## src/hw/cbs_pkg.sv

```systemverilog
// Purpose: shared constants and types for the branch and skip unit
// Assumes: 16-bit word-addressed program counter, 8-bit flag register
// Notes:   flag bit positions follow the core's flag register layout
`default_nettype none

package cbs_pkg;

    // ************************************************************
    // widths and flag positions
    // ************************************************************
    localparam int PC_W   = 16;
    localparam int OFS_W  = 12;
    localparam int FLAG_C = 0;
    localparam int FLAG_Z = 1;
    localparam int FLAG_N = 2;
    localparam int FLAG_V = 3;
    localparam int FLAG_S = 4;
    localparam int FLAG_H = 5;
    localparam int FLAG_T = 6;
    localparam int FLAG_I = 7;

    localparam logic [7:0]      FLAGS_RST = 8'h00;
    localparam logic [PC_W-1:0] PC_RST    = 16'h0000;

    // ************************************************************
    // cycle counts
    // ************************************************************
    localparam logic [2:0] CYC_ONE     = 3'h1;
    localparam logic [2:0] CYC_FMUL    = 3'h2;
    localparam logic [2:0] CYC_JUMP    = 3'h2;
    localparam logic [2:0] CYC_TAKEN   = 3'h2;
    localparam logic [2:0] CYC_CALL    = 3'h3;
    localparam logic [2:0] CYC_DJUMP   = 3'h3;
    localparam logic [2:0] CYC_DCALL   = 3'h4;
    localparam logic [2:0] CYC_RETURN  = 3'h4;
    localparam logic [2:0] CYC_SKIP1   = 3'h2;
    localparam logic [2:0] CYC_SKIP2   = 3'h3;

    // pc steps past a one-word or two-word instruction, and for a skip over one or two
    localparam logic [PC_W-1:0] PC_STEP   = 16'h0001;
    localparam logic [PC_W-1:0] PC_DSTEP  = 16'h0002;
    localparam logic [PC_W-1:0] PC_SKIP1  = 16'h0002;
    localparam logic [PC_W-1:0] PC_SKIP2  = 16'h0003;

    // ************************************************************
    // operations handed over by the decoder
    // ************************************************************
    typedef enum logic [4:0] {
        OP_FRAC_MULT_SIGNED,
        OP_FRAC_MULT_MIXED,
        OP_RELATIVE_JUMP,
        OP_POINTER_JUMP,
        OP_DIRECT_JUMP,
        OP_RELATIVE_CALL,
        OP_POINTER_CALL,
        OP_DIRECT_CALL,
        OP_SUB_RETURN,
        OP_INTERRUPT_RETURN,
        OP_EQUAL_SKIP,
        OP_COMPARE,
        OP_COMPARE_CARRY,
        OP_COMPARE_IMM,
        OP_REG_BIT_ZERO_SKIP,
        OP_REG_BIT_ONE_SKIP,
        OP_IO_BIT_ZERO_SKIP,
        OP_IO_BIT_ONE_SKIP,
        OP_FLAG_ONE_BRANCH,
        OP_FLAG_ZERO_BRANCH
    } cbs_op_t;

    typedef enum logic {
        ST_IDLE,
        ST_BUSY
    } cbs_fsm_t;

    typedef struct packed {
        cbs_fsm_t        fsm;
        logic [1:0]      wait_cnt;
        logic [PC_W-1:0] pc;
        logic [7:0]      flags;
        logic [15:0]     prod;
        logic            prod_we;
        logic            push;
        logic [PC_W-1:0] ret_addr;
        logic            pop;
    } cbs_state_t;

endpackage

`default_nettype wire

```

## src/hw/cbs_compare.sv

```systemverilog
// Purpose: subtract-without-store flag generator for the compare family
// Assumes: operands and carry come from the same clock domain
// Notes:   purely combinational, the caller registers the flags
`default_nettype none

module cbs_compare (
    // operands
    input  wire logic [7:0] lhs_i,
    input  wire logic [7:0] rhs_i,
    input  wire logic       use_carry_i,
    input  wire logic       carry_i,
    input  wire logic       zero_i,
    // flags
    output logic            c_o,
    output logic            z_o,
    output logic            n_o,
    output logic            v_o,
    output logic            h_o
);

    logic [8:0] diff;
    logic       borrow_in;

    // with carry the zero flag only survives if it was already set
    always_comb begin
        borrow_in = use_carry_i & carry_i;
        diff      = {1'b0, lhs_i} - {1'b0, rhs_i} - {8'h00, borrow_in};
        c_o       = diff[8];
        n_o       = diff[7];
        v_o       = (lhs_i[7] & ~rhs_i[7] & ~diff[7]) | (~lhs_i[7] & rhs_i[7] & diff[7]);
        h_o       = (~lhs_i[3] & rhs_i[3]) | (rhs_i[3] & diff[3]) | (diff[3] & ~lhs_i[3]);
        z_o       = (diff[7:0] == 8'h00) & (use_carry_i ? zero_i : 1'b1);
    end

endmodule

`default_nettype wire

```

## src/hw/cbs_frac_mult.sv

```systemverilog
// Purpose: fractional 8x8 multiply, signed by signed or signed by unsigned
// Assumes: caller holds the operands stable for the issue cycle
// Notes:   carry is the top product bit before the left shift
`default_nettype none

module cbs_frac_mult (
    // operands
    input  wire logic [7:0]  mcand_i,
    input  wire logic [7:0]  mplier_i,
    input  wire logic        mixed_i,
    // result
    output logic      [15:0] prod_o,
    output logic             c_o,
    output logic             z_o
);

    logic signed [16:0] raw;

    // the second operand is zero-extended in the mixed form
    always_comb begin
        if (mixed_i) begin
            raw = $signed({{9{mcand_i[7]}}, mcand_i}) * $signed({9'h000, mplier_i});
        end else begin
            raw = $signed({{9{mcand_i[7]}}, mcand_i}) * $signed({{9{mplier_i[7]}}, mplier_i});
        end
        prod_o = {raw[14:0], 1'b0};
        c_o    = raw[15];
        z_o    = (prod_o == 16'h0000);
    end

endmodule

`default_nettype wire

```

## src/hw/cbs_branch_skip.sv

```systemverilog
// Purpose: program counter, flag and timing control for branches, skips,
//          calls, returns, compares and fractional multiplies
// Assumes: decoder presents one operation with op_valid_i while ready_o
// Notes:   all effects land at the issue edge, ready_o then stays low for
//          the remaining cycles of the operation
`default_nettype none

// Functional notes
// - fractional multiplies: product shifted, Z C, two cycles
// - relative jump: pc plus offset plus one
// - pointer jump: pc from pointer, two cycles
// - calls push return; timing three, three, four
// - equal skip: skip next when registers equal
// - one-cycle compares update Z N V C H
// - skip when register bit is zero
// - skip when register bit is one
// - I/O bit skips test addressed bit
// - branch if selected flag set, 1/2 cycles
// - branch if selected flag cleared, same timing
// - carry branches follow the carry flag
// - signed branches use N xor V
// - half-carry branches follow H flag
// - user-bit branches follow T flag
// - overflow branches follow V flag
module cbs_branch_skip (
    // clock and reset
    input  wire logic                    mclk_i,
    input  wire logic                    rstn_i,
    // operation from the decoder
    input  wire logic                    op_valid_i,
    input  wire cbs_pkg::cbs_op_t        op_i,
    output logic                         ready_o,
    // operands
    input  wire logic [7:0]              rd_val_i,
    input  wire logic [7:0]              source_operand_i,
    input  wire logic [7:0]              imm_i,
    input  wire logic [cbs_pkg::OFS_W-1:0] offset_i,
    input  wire logic [2:0]              bit_sel_i,
    input  wire logic [7:0]              io_val_i,
    input  wire logic [cbs_pkg::PC_W-1:0] ptr_i,
    input  wire logic [cbs_pkg::PC_W-1:0] target_i,
    input  wire logic                    next_two_i,
    input  wire logic [cbs_pkg::PC_W-1:0] stack_top_i,
    // flag register write from the rest of the core
    input  wire logic                    flags_we_i,
    input  wire logic [7:0]              flags_din_i,
    // state and results
    output logic [cbs_pkg::PC_W-1:0]     program_counter_o,
    output logic [7:0]                   flag_register_o,
    output logic [15:0]                  prod_o,
    output logic                         prod_we_o,
    output logic                         push_o,
    output logic [cbs_pkg::PC_W-1:0]     ret_addr_o,
    output logic                         pop_o
);

    // ************************************************************
    // flag selection
    // ************************************************************

    // the S position is read as N xor V so signed branches do not depend
    // on whether the last flag writer kept S up to date
    function automatic logic flag_pick(input logic [7:0] f, input logic [2:0] sel);
        logic r;
        r = 1'b0;
        unique case (sel)
            3'(cbs_pkg::FLAG_C): r = f[cbs_pkg::FLAG_C];
            3'(cbs_pkg::FLAG_Z): r = f[cbs_pkg::FLAG_Z];
            3'(cbs_pkg::FLAG_N): r = f[cbs_pkg::FLAG_N];
            3'(cbs_pkg::FLAG_V): r = f[cbs_pkg::FLAG_V];
            3'(cbs_pkg::FLAG_S): r = f[cbs_pkg::FLAG_N] ^ f[cbs_pkg::FLAG_V];
            3'(cbs_pkg::FLAG_H): r = f[cbs_pkg::FLAG_H];
            3'(cbs_pkg::FLAG_T): r = f[cbs_pkg::FLAG_T];
            3'(cbs_pkg::FLAG_I): r = f[cbs_pkg::FLAG_I];
        endcase
        return r;
    endfunction

    // ************************************************************
    // arithmetic helpers
    // ************************************************************
    cbs_pkg::cbs_state_t st;
    cbs_pkg::cbs_state_t next_st;

    logic                     accept;
    logic [cbs_pkg::PC_W-1:0] rel_tgt;
    logic [cbs_pkg::PC_W-1:0] skip_tgt;
    logic [2:0]               skip_cyc;
    logic [15:0]              fm_prod;
    logic                     fm_c;
    logic                     fm_z;
    logic                     cmp_c;
    logic                     cmp_z;
    logic                     cmp_n;
    logic                     cmp_v;
    logic                     cmp_h;
    logic                     is_imm;

    assign accept  = op_valid_i && (st.fsm == cbs_pkg::ST_IDLE);
    assign ready_o = (st.fsm == cbs_pkg::ST_IDLE);
    assign is_imm  = (op_i == cbs_pkg::OP_COMPARE_IMM);

    // signed offset is word based; sum wraps inside the 16-bit space
    assign rel_tgt  = st.pc + {{(cbs_pkg::PC_W-cbs_pkg::OFS_W){offset_i[cbs_pkg::OFS_W-1]}},
                               offset_i} + cbs_pkg::PC_STEP;
    // skip length depends on the width of the instruction jumped over
    assign skip_tgt = st.pc + (next_two_i ? cbs_pkg::PC_SKIP2 : cbs_pkg::PC_SKIP1);
    assign skip_cyc = next_two_i ? cbs_pkg::CYC_SKIP2 : cbs_pkg::CYC_SKIP1;

    cbs_frac_mult u_fmul (
        .mcand_i  (rd_val_i),
        .mplier_i (source_operand_i),
        .mixed_i  (op_i == cbs_pkg::OP_FRAC_MULT_MIXED),
        .prod_o   (fm_prod),
        .c_o      (fm_c),
        .z_o      (fm_z)
    );

    cbs_compare u_cmp (
        .lhs_i       (rd_val_i),
        .rhs_i       (is_imm ? imm_i : source_operand_i),
        .use_carry_i (op_i == cbs_pkg::OP_COMPARE_CARRY),
        .carry_i     (st.flags[cbs_pkg::FLAG_C]),
        .zero_i      (st.flags[cbs_pkg::FLAG_Z]),
        .c_o         (cmp_c),
        .z_o         (cmp_z),
        .n_o         (cmp_n),
        .v_o         (cmp_v),
        .h_o         (cmp_h)
    );

    // ************************************************************
    // next state
    // ************************************************************

    // one process decides pc, flags, stack strobes and the busy count
    always_comb begin
        logic [2:0] cyc;
        logic       hit;
        cyc             = cbs_pkg::CYC_ONE;
        hit             = 1'b0;
        next_st         = st;
        next_st.prod_we = 1'b0;
        next_st.push    = 1'b0;
        next_st.pop     = 1'b0;
        // count down the remaining cycles of a multi-cycle operation
        if (st.fsm == cbs_pkg::ST_BUSY) begin
            next_st.wait_cnt = st.wait_cnt - 2'h1;
            if (st.wait_cnt == 2'h1) begin
                next_st.fsm = cbs_pkg::ST_IDLE;
            end
        end
        if (accept) begin
            next_st.pc = st.pc + cbs_pkg::PC_STEP;
            unique case (op_i)
                cbs_pkg::OP_FRAC_MULT_SIGNED,
                cbs_pkg::OP_FRAC_MULT_MIXED: begin
                    next_st.prod                  = fm_prod;
                    next_st.prod_we               = 1'b1;
                    next_st.flags[cbs_pkg::FLAG_C] = fm_c;
                    next_st.flags[cbs_pkg::FLAG_Z] = fm_z;
                    cyc                           = cbs_pkg::CYC_FMUL;
                end
                cbs_pkg::OP_RELATIVE_JUMP: begin
                    next_st.pc = rel_tgt;
                    cyc        = cbs_pkg::CYC_JUMP;
                end
                cbs_pkg::OP_POINTER_JUMP: begin
                    next_st.pc = ptr_i;
                    cyc        = cbs_pkg::CYC_JUMP;
                end
                cbs_pkg::OP_DIRECT_JUMP: begin
                    next_st.pc = target_i;
                    cyc        = cbs_pkg::CYC_DJUMP;
                end
                cbs_pkg::OP_RELATIVE_CALL,
                cbs_pkg::OP_POINTER_CALL: begin
                    next_st.push     = 1'b1;
                    next_st.ret_addr = st.pc + cbs_pkg::PC_STEP;
                    next_st.pc       = (op_i == cbs_pkg::OP_POINTER_CALL) ? ptr_i : rel_tgt;
                    cyc              = cbs_pkg::CYC_CALL;
                end
                cbs_pkg::OP_DIRECT_CALL: begin
                    // the call itself is two words long
                    next_st.push     = 1'b1;
                    next_st.ret_addr = st.pc + cbs_pkg::PC_DSTEP;
                    next_st.pc       = target_i;
                    cyc              = cbs_pkg::CYC_DCALL;
                end
                cbs_pkg::OP_SUB_RETURN,
                cbs_pkg::OP_INTERRUPT_RETURN: begin
                    next_st.pop = 1'b1;
                    next_st.pc  = stack_top_i;
                    cyc         = cbs_pkg::CYC_RETURN;
                    if (op_i == cbs_pkg::OP_INTERRUPT_RETURN) begin
                        next_st.flags[cbs_pkg::FLAG_I] = 1'b1;
                    end
                end
                cbs_pkg::OP_COMPARE,
                cbs_pkg::OP_COMPARE_CARRY,
                cbs_pkg::OP_COMPARE_IMM: begin
                    next_st.flags[cbs_pkg::FLAG_C] = cmp_c;
                    next_st.flags[cbs_pkg::FLAG_Z] = cmp_z;
                    next_st.flags[cbs_pkg::FLAG_N] = cmp_n;
                    next_st.flags[cbs_pkg::FLAG_V] = cmp_v;
                    next_st.flags[cbs_pkg::FLAG_H] = cmp_h;
                end
                cbs_pkg::OP_EQUAL_SKIP:        hit = (rd_val_i == source_operand_i);
                cbs_pkg::OP_REG_BIT_ZERO_SKIP: hit = ~source_operand_i[bit_sel_i];
                cbs_pkg::OP_REG_BIT_ONE_SKIP:  hit = source_operand_i[bit_sel_i];
                cbs_pkg::OP_IO_BIT_ZERO_SKIP:  hit = ~io_val_i[bit_sel_i];
                cbs_pkg::OP_IO_BIT_ONE_SKIP:   hit = io_val_i[bit_sel_i];
                cbs_pkg::OP_FLAG_ONE_BRANCH:   hit = flag_pick(st.flags, bit_sel_i);
                cbs_pkg::OP_FLAG_ZERO_BRANCH:  hit = ~flag_pick(st.flags, bit_sel_i);
            endcase
            // skips and branches only differ in target and taken cost
            if (hit) begin
                if (op_i == cbs_pkg::OP_FLAG_ONE_BRANCH ||
                    op_i == cbs_pkg::OP_FLAG_ZERO_BRANCH) begin
                    next_st.pc = rel_tgt;
                    cyc        = cbs_pkg::CYC_TAKEN;
                end else begin
                    next_st.pc = skip_tgt;
                    cyc        = skip_cyc;
                end
            end
            next_st.wait_cnt = 2'(cyc - 3'h1);
            next_st.fsm      = (cyc > cbs_pkg::CYC_ONE) ? cbs_pkg::ST_BUSY : cbs_pkg::ST_IDLE;
        end else if (flags_we_i) begin
            // core writes only land while no operation is issued
            next_st.flags = flags_din_i;
        end
    end

    // ************************************************************
    // state register
    // ************************************************************

    // reset leaves pc at the vector and all flags clear
    always_ff @(posedge mclk_i or negedge rstn_i) begin
        if (!rstn_i) begin
            st          <= '0;
            st.fsm      <= cbs_pkg::ST_IDLE;
            st.pc       <= cbs_pkg::PC_RST;
            st.flags    <= cbs_pkg::FLAGS_RST;
        end else begin
            st <= next_st;
        end
    end

    assign program_counter_o = st.pc;
    assign flag_register_o   = st.flags;
    assign prod_o            = st.prod;
    assign prod_we_o         = st.prod_we;
    assign push_o            = st.push;
    assign ret_addr_o        = st.ret_addr;
    assign pop_o             = st.pop;
endmodule

`default_nettype wire

```

## config.mk

```make
export PLATFORM = sky130hd
export DESIGN_NAME = cbs_branch_skip
export DESIGN_NICKNAME = d
export VERILOG_FILES = /design/src/hw/cbs_pkg.sv /design/src/hw/cbs_compare.sv /design/src/hw/cbs_frac_mult.sv /design/src/hw/cbs_branch_skip.sv
export SDC_FILE = /design/constraint.sdc
export NUM_CORES = 1
export LEC_CHECK = 0
export ABC_AREA = 1
export BUFFER_PORTS_ARGS = -buffer_cell sky130_fd_sc_hd__buf_2
export CORE_ASPECT_RATIO = 1.4
export CORE_UTILIZATION = 60
export DETAILED_ROUTE_END_ITERATION = 8
export GPL_TIMING_DRIVEN = 0
export PLACE_DENSITY = 0.83
export SLEW_MARGIN = 20
export SYNTH_ARGS = -nofsm -noshare
export SYNTH_HDL_FRONTEND = slang
export SYNTH_SLANG_ARGS = --single-unit
export TNS_END_PERCENT = 10
```

## constraint.sdc

```tcl
create_clock -name mclk_i -period 3.1 [get_ports mclk_i]
set_input_delay 0.93 -clock mclk_i [delete_from_list [all_inputs] [get_ports mclk_i]]
set_output_delay 0.93 -clock mclk_i [all_outputs]
set_load 0.01 [all_outputs]
```

## Word level (Yosys, flattened, before mapping)

Cells that the tools add are included.

- Bits in registers: 61
- Output and inout bits: 60
- Logic and storage cells: 141

- Multiply operators: 2
- Bitwise logic cells: 22
- Muxes and demuxes: 39
- Magnitude comparators: 2
- Eq/ne operators: 32
- Reductions and logical operators: 23
- Add/subtract/negate cells: 9

Operator list:

| operator | count |
|---|---|
| 16-bit one-hot mux with 5 select lines | 1 |
| 16-bit two-way mux | 4 |
| 5-bit by 4-bit == test with 1-bit output, second input constant | 8 |
| 19-bit two-way mux | 2 |
| 17-bit one-hot mux with 2 select lines | 1 |
| 16-bit by 1-bit adder with 16-bit output, second input constant | 2 |
| 5-bit by 3-bit == test with 1-bit output, second input constant | 4 |
| 5-bit == test, second input constant | 4 |
| 1-bit two-way mux | 18 |
| 16-bit adder | 1 |
| 16-bit by 2-bit adder with 16-bit output | 1 |
| 16-bit by 2-bit adder with 16-bit output, second input constant | 1 |
| 8-bit by 8-bit multiplier with 16-bit output | 1 |
| 8-bit by 9-bit multiplier with 16-bit output | 1 |
| 8-bit two-way mux | 2 |
| 15-bit logical NOT | 1 |
| 3-bit == test, second input constant | 4 |
| 5-bit by 2-bit == test with 1-bit output, second input constant | 2 |
| 2-bit AND reduction | 5 |
| 1-bit AND | 9 |
| 3-bit two-way mux | 3 |
| 1-bit NOT | 9 |
| 3-bit one-hot mux with 3 select lines | 1 |
| 3-bit OR reduction | 3 |
| other kinds (29) | 41 |

## Logic depth before layout (Yosys ltp)

- Depth after elaboration: 12
- Depth in mapped cells: 27

## By module

A second synthesis with hierarchy kept.

- Cell total of the unflattened synthesis: 1860
- Area total of the unflattened synthesis: 11970.2 um^2

By module, submodules not included:

| module | times used | sequential area each (um^2) | area an instance (um^2) | cells each |
|---|---|---|---|---|
| cbs_branch_skip | 1 | 1551.5 | 6492.5 | 1072 |
| cbs_frac_mult | 1 | 0.0 | 4829.6 | 673 |
| cbs_compare | 1 | 0.0 | 648.1 | 115 |

## Worst setup path after synthesis

No wires, ideal clock.

- Kind: input to register
- Start: in source_operand_i[7]
- End: reg st, in the netlist flag_register_o[1]
- Cell stages on the path: 22
- Required time: 3.023 ns
- Buffers on the path: 1
- Data arrival time: 5.316 ns
- Setup slack: -2.294 ns
- Library setup time: 0.077 ns
- Cells stage by stage: clkbuf_1 > clkinv_1 > or2_2 > fa_1 > fa_1 > inv_1 > fa_1 > inv_1 > fa_1 > inv_1 > ha_1 > a21oi_1 > nand2_1 > nand2_1 > nand3b_1 > nand3_1 > nand2_1 > nor3_1 > nand4_1 > nand2_1 > nand2_1 > a21oi_1

- Word-level cells in the longest chain between the ends: 7

RTL lines:

| item | RTL line | text |
|---|---|---|
| start: declaration | cbs_branch_skip.sv:35 | `input wire logic [7:0] source_operand_i,` |
| parallel branches: the longest is 5 deep, another holds 8-bit by 9-bit multiplier with 16-bit output | - |  |
| 2-bit one-hot mux with 2 select lines (*) | cbs_branch_skip.sv:155 | `unique case (op_i)` |
| 4-bit two-way mux (*) | cbs_branch_skip.sv:153 | `if (accept) begin` |
| end signal: assignment | cbs_branch_skip.sv:247 | `st <= next_st;` |
| end: declaration | cbs_branch_skip.sv:82 | `cbs_pkg::cbs_state_t st;` |

Mark *: on every way between the ends.
A chain may end at the register's enable or synchronous reset.

## Worst setup path after layout

Ends and elaborated chain as after synthesis.

==> results.md <==
- Register-to-register setup slack: 0.25 ns
- Syn Area/Cell: 6.84 sq um
- Simple-gate area share of the yosys netlist: 25.8%
- P_leak: 7.68 nW
- Number of global-route vias before repair: 12700
- Area fraction of the dominant cell type after synthesis: 16.0%
- Met2 GRT Util: 76.5%
- Async SR Flop Fraction: 100%
- Cells after Synth: 1681
- Die X: 119 microns
- Setup crit start kind: primary input
- Post-synthesis compound-gate area fraction: 11.8%
- Fin worst setup slack: -2.27 ns
- CP max stage delay: 0.51 ns
- Met3 Usage GRT: 5.43%
- Post-synth top cells: nand2_1 (389), inv_1 (332), ha_1 (112), nor2_1 (110), nand3_1 (104)
- Worst Path Required: 3.37 ns
- Post-synthesis xor/xnor area fraction: 3.58%
- Register area share after synthesis: 13.3%
- Arrival @ worst endpoint: 5.64 ns
- Clk sinks: 61
- CP Cell Sequence: buf_2 > clkbuf_16 > clkinv_8 > or2_4 > fa_1 > fa_1 > inv_1 > fa_1 > inv_1 > fa_1 > inv_2 > ha_4 > nand3_2 > nand2_2 > nand2_1 > nand3_1 > nand2_1 > nor2_1 > nand3_1 > nor3_1 > nand4_1 > nand2_1 > nand2_1 > a21oi_2
- Port Buf Inserts: 170
- Post-Synth Adder-Cell Area: 28.2%
- Max Freq: 186 MHz
- Main combinational cell family by area after synthesis: adder cells
- Row count: 59
- First-pass GRT wire length: 63.2 mm
- Post-DP HPWL: 31.7 mm
- Yosys warning total: 0
- DRC Markers: 0
- Crit path to: flag_register_o[1]$_DFFE_PN0P_
- CP endpoint kind: flip-flop
- RSZ-0062 raised after global routing: true
- Pin count of the biggest net entering global routing: 53
- Synthesized cell area: 11500 sq um
- Layout Skew: 0.00866 ns
- PD cells: 794 nW/um^2
- Share of layout cells above drive strength 1: 24.5%
- H-tree Lvls: 3
- Non-filler instance count after layout: 2137
- Vias: 12300
- Drt total wl: 40.9 mm
- Slew HR: 35.7%
- CP max-delay cell: fa_1
- Area contributors post-synth: fa_1 (16%), dfrtp_1 (13%), nand2_1 (13%)
- Pins over their slew limit: 0
- TNS Setup: -18.34 ns
- Gr busiest metal: met2
- Clock period minus worst slack: 5.37 ns
- Grt ovf: 0
- Final Hold Viols: 0
- Critical Path Start: source_operand_i[7]
- Worst Hold Class: in2async
- Worst Path Max Fanout: 10
- Post-Syn Nets: 1998
- DR WL/cell: 19.1 microns
- Clock Latency Late Sink: 0.35 ns
- Failing checks: setup timing
- Num CTS Buffers: 9
- GRT Total Usage: 41.7%
- Actual slew at the worst max-slew pin: 0.960 ns
- Clk pin slew, worst setup/hold paths: 0.06 ns
- Initial Utilization: 61.6%
- Drt via density: 5.76
- Final setup viols: 16
- DRT Pass-1 Iters: 8
- Mux share of post-synthesis cell area: 0.261%
- Top Ports: 173
- Final period util: 173%
- Final ANT Viol Nets: 0
- FF-to-FF Start: program_counter_o[0]$_DFFE_PN0P_
- EDFF count, synth: 0
- GPL Wtd Cong: 0.986
- CTS Buffer Depth: 2
- Root Driver: clkbuf_16
- First-iteration detailed-routing DRC count: 1061
- Synth cell types: 56
- Dpl cells: 2096
- Worst reg2reg path depth: 12
- Std-Cell Core Area: 18700 sq um
- Peak VDD IR: 1.16 mV
- Register bit total from synthesis: 61
- Critical path class: in2reg
- Die area: 19700 sq um
- Top FF cell, synth: dfrtp_1
- Max cap viols: 0
- Initial antenna violation count: 2
- CTS tree: done
- Die H: 166 microns
- Area grow syn2layout: 22.3%
- Met1 global-route usage: 40.1%
- Most common cell in the netlist: nand2_1
- Status: finished with violations
- R2R Path End: program_counter_o[10]$_DFFE_PN0P_
- Synth area leader: fa_1
- Nets: 2204
layer usage:
layer / up-vias / part of all wire [%]
met5: - / 0
met4: 0 / 11
met3: 259 / 5.9
met2: 664 / 50
met1: 5747 / 33
li1: 5643 / -
worst min path at each step:
stage	slack, ns	cells after the start	to	start
finish	0.42	1	flag_register_o[5]$_DFFE_PN0P_	rstn_i
global route	0.43	1	pop_o$_DFF_PN0_	rstn_i
CTS	0.44	1	flag_register_o[5]$_DFFE_PN0P_	rstn_i
detailed placement	0.47	2	ret_addr_o[11]$_DFFE_PN0P_	ret_addr_o[11]$_DFFE_PN0P_
global placement	0.47	2	flag_register_o[4]$_DFFE_PN0P_	flag_register_o[4]$_DFFE_PN0P_
floorplan	0.45	2	flag_register_o[4]$_DFFE_PN0P_	flag_register_o[4]$_DFFE_PN0P_
critical path: cells and delay by family:
kind / cells / cell delay, ns
simple gates: 12 / 1.76
fa+ha+maj: 5 / 2.29
compound gates: 1 / 0.13
buf+inv: 6 / 0.52
cell usage in the layout, fill, tap and decap left out, types with 10 or more instances in the layout:
cell type  instances
dfrtp_1           61
inv_2             30
nand3_2           13
ha_1              91
nand3_1           95
a31oi_1           13
nand2_1          363
nor2_1           102
o21ai_1           20
ha_4              19
nor2_2            13
a21oi_1           62
nor3_1            14
fa_1              88
inv_1            309
clkbuf_8          10
nand4_1           23
nand2_2           26
xnor2_1           12
o21ai_0           61
xor2_1            33
clkbuf_16         15
buf_4             83
buf_2            180
repair_timing:
item                       in CTS  in global routing
gates resized for setup        71                 48
setup endpoints to repair      17                 24
pin swaps                      41                 23
setup buffers                  23                  1
hold buffers                    0                  0
gates cloned                    0                  0
flip-flops by register name (all words and copies together), names as in the netlist:
register / flops
ret_addr_o: 16
prod_we_o: 1
prod_o: 15
program_counter_o: 16
st: 3
flag_register_o: 8
pop_o: 1
push_o: 1
cell type report:
cell class / count / area, sq um
Multi-Input combinational cell: 1171 / 8580
Fill cell: 1443 / 4600
Sequential cell: 61 / 1530
Inverter: 347 / 1330
Timing Repair Buffer: 195 / 1110
Buffer: 102 / 888
Tap cell: 244 / 305
Clock buffer: 12 / 256
Clock inverter: 3 / 68.8
Antenna cell: 2 / 5.00
per-stage QoR:
stage | power (mW) | area, sq um | hold WS, ns | worst slack, ns | utilization, %
3_5_place_dp | 9.22 | 13000 | 0.466 | -2.61 | 69.9
6_report | 11.2 | 14100 | 0.423 | -2.27 | 75.4
3_3_place_gp | 9.03 | 13000 | 0.467 | -2.51 | 69.7
5_1_grt | 12.1 | 14100 | 0.428 | -2.43 | 75.4
4_1_cts | 10.8 | 13900 | 0.436 | -2.00 | 74.5
2_1_floorplan | 6.98 | 11900 | 0.450 | -1.62 | -
cell families after synthesis:
| group | Yosys count |
|---|---|
| DFF | 61 |
| other | 1 |
| AOI/OAI and AO/OA | 231 |
| and+or+nand+nor | 685 |
| xor gates and xnor gates | 47 |
| buffers and inverters | 449 |
| adders and majority gates | 204 |
| muxes | 3 |
power by group:
part,internal [mW],total (mW),switching [mW]
Clock,0.746,1.16,0.416
Sequential,1.12,1.56,0.442
Combinational,3.48,8.46,4.98
No activity file was read; power rests on OpenSTA's default activity.
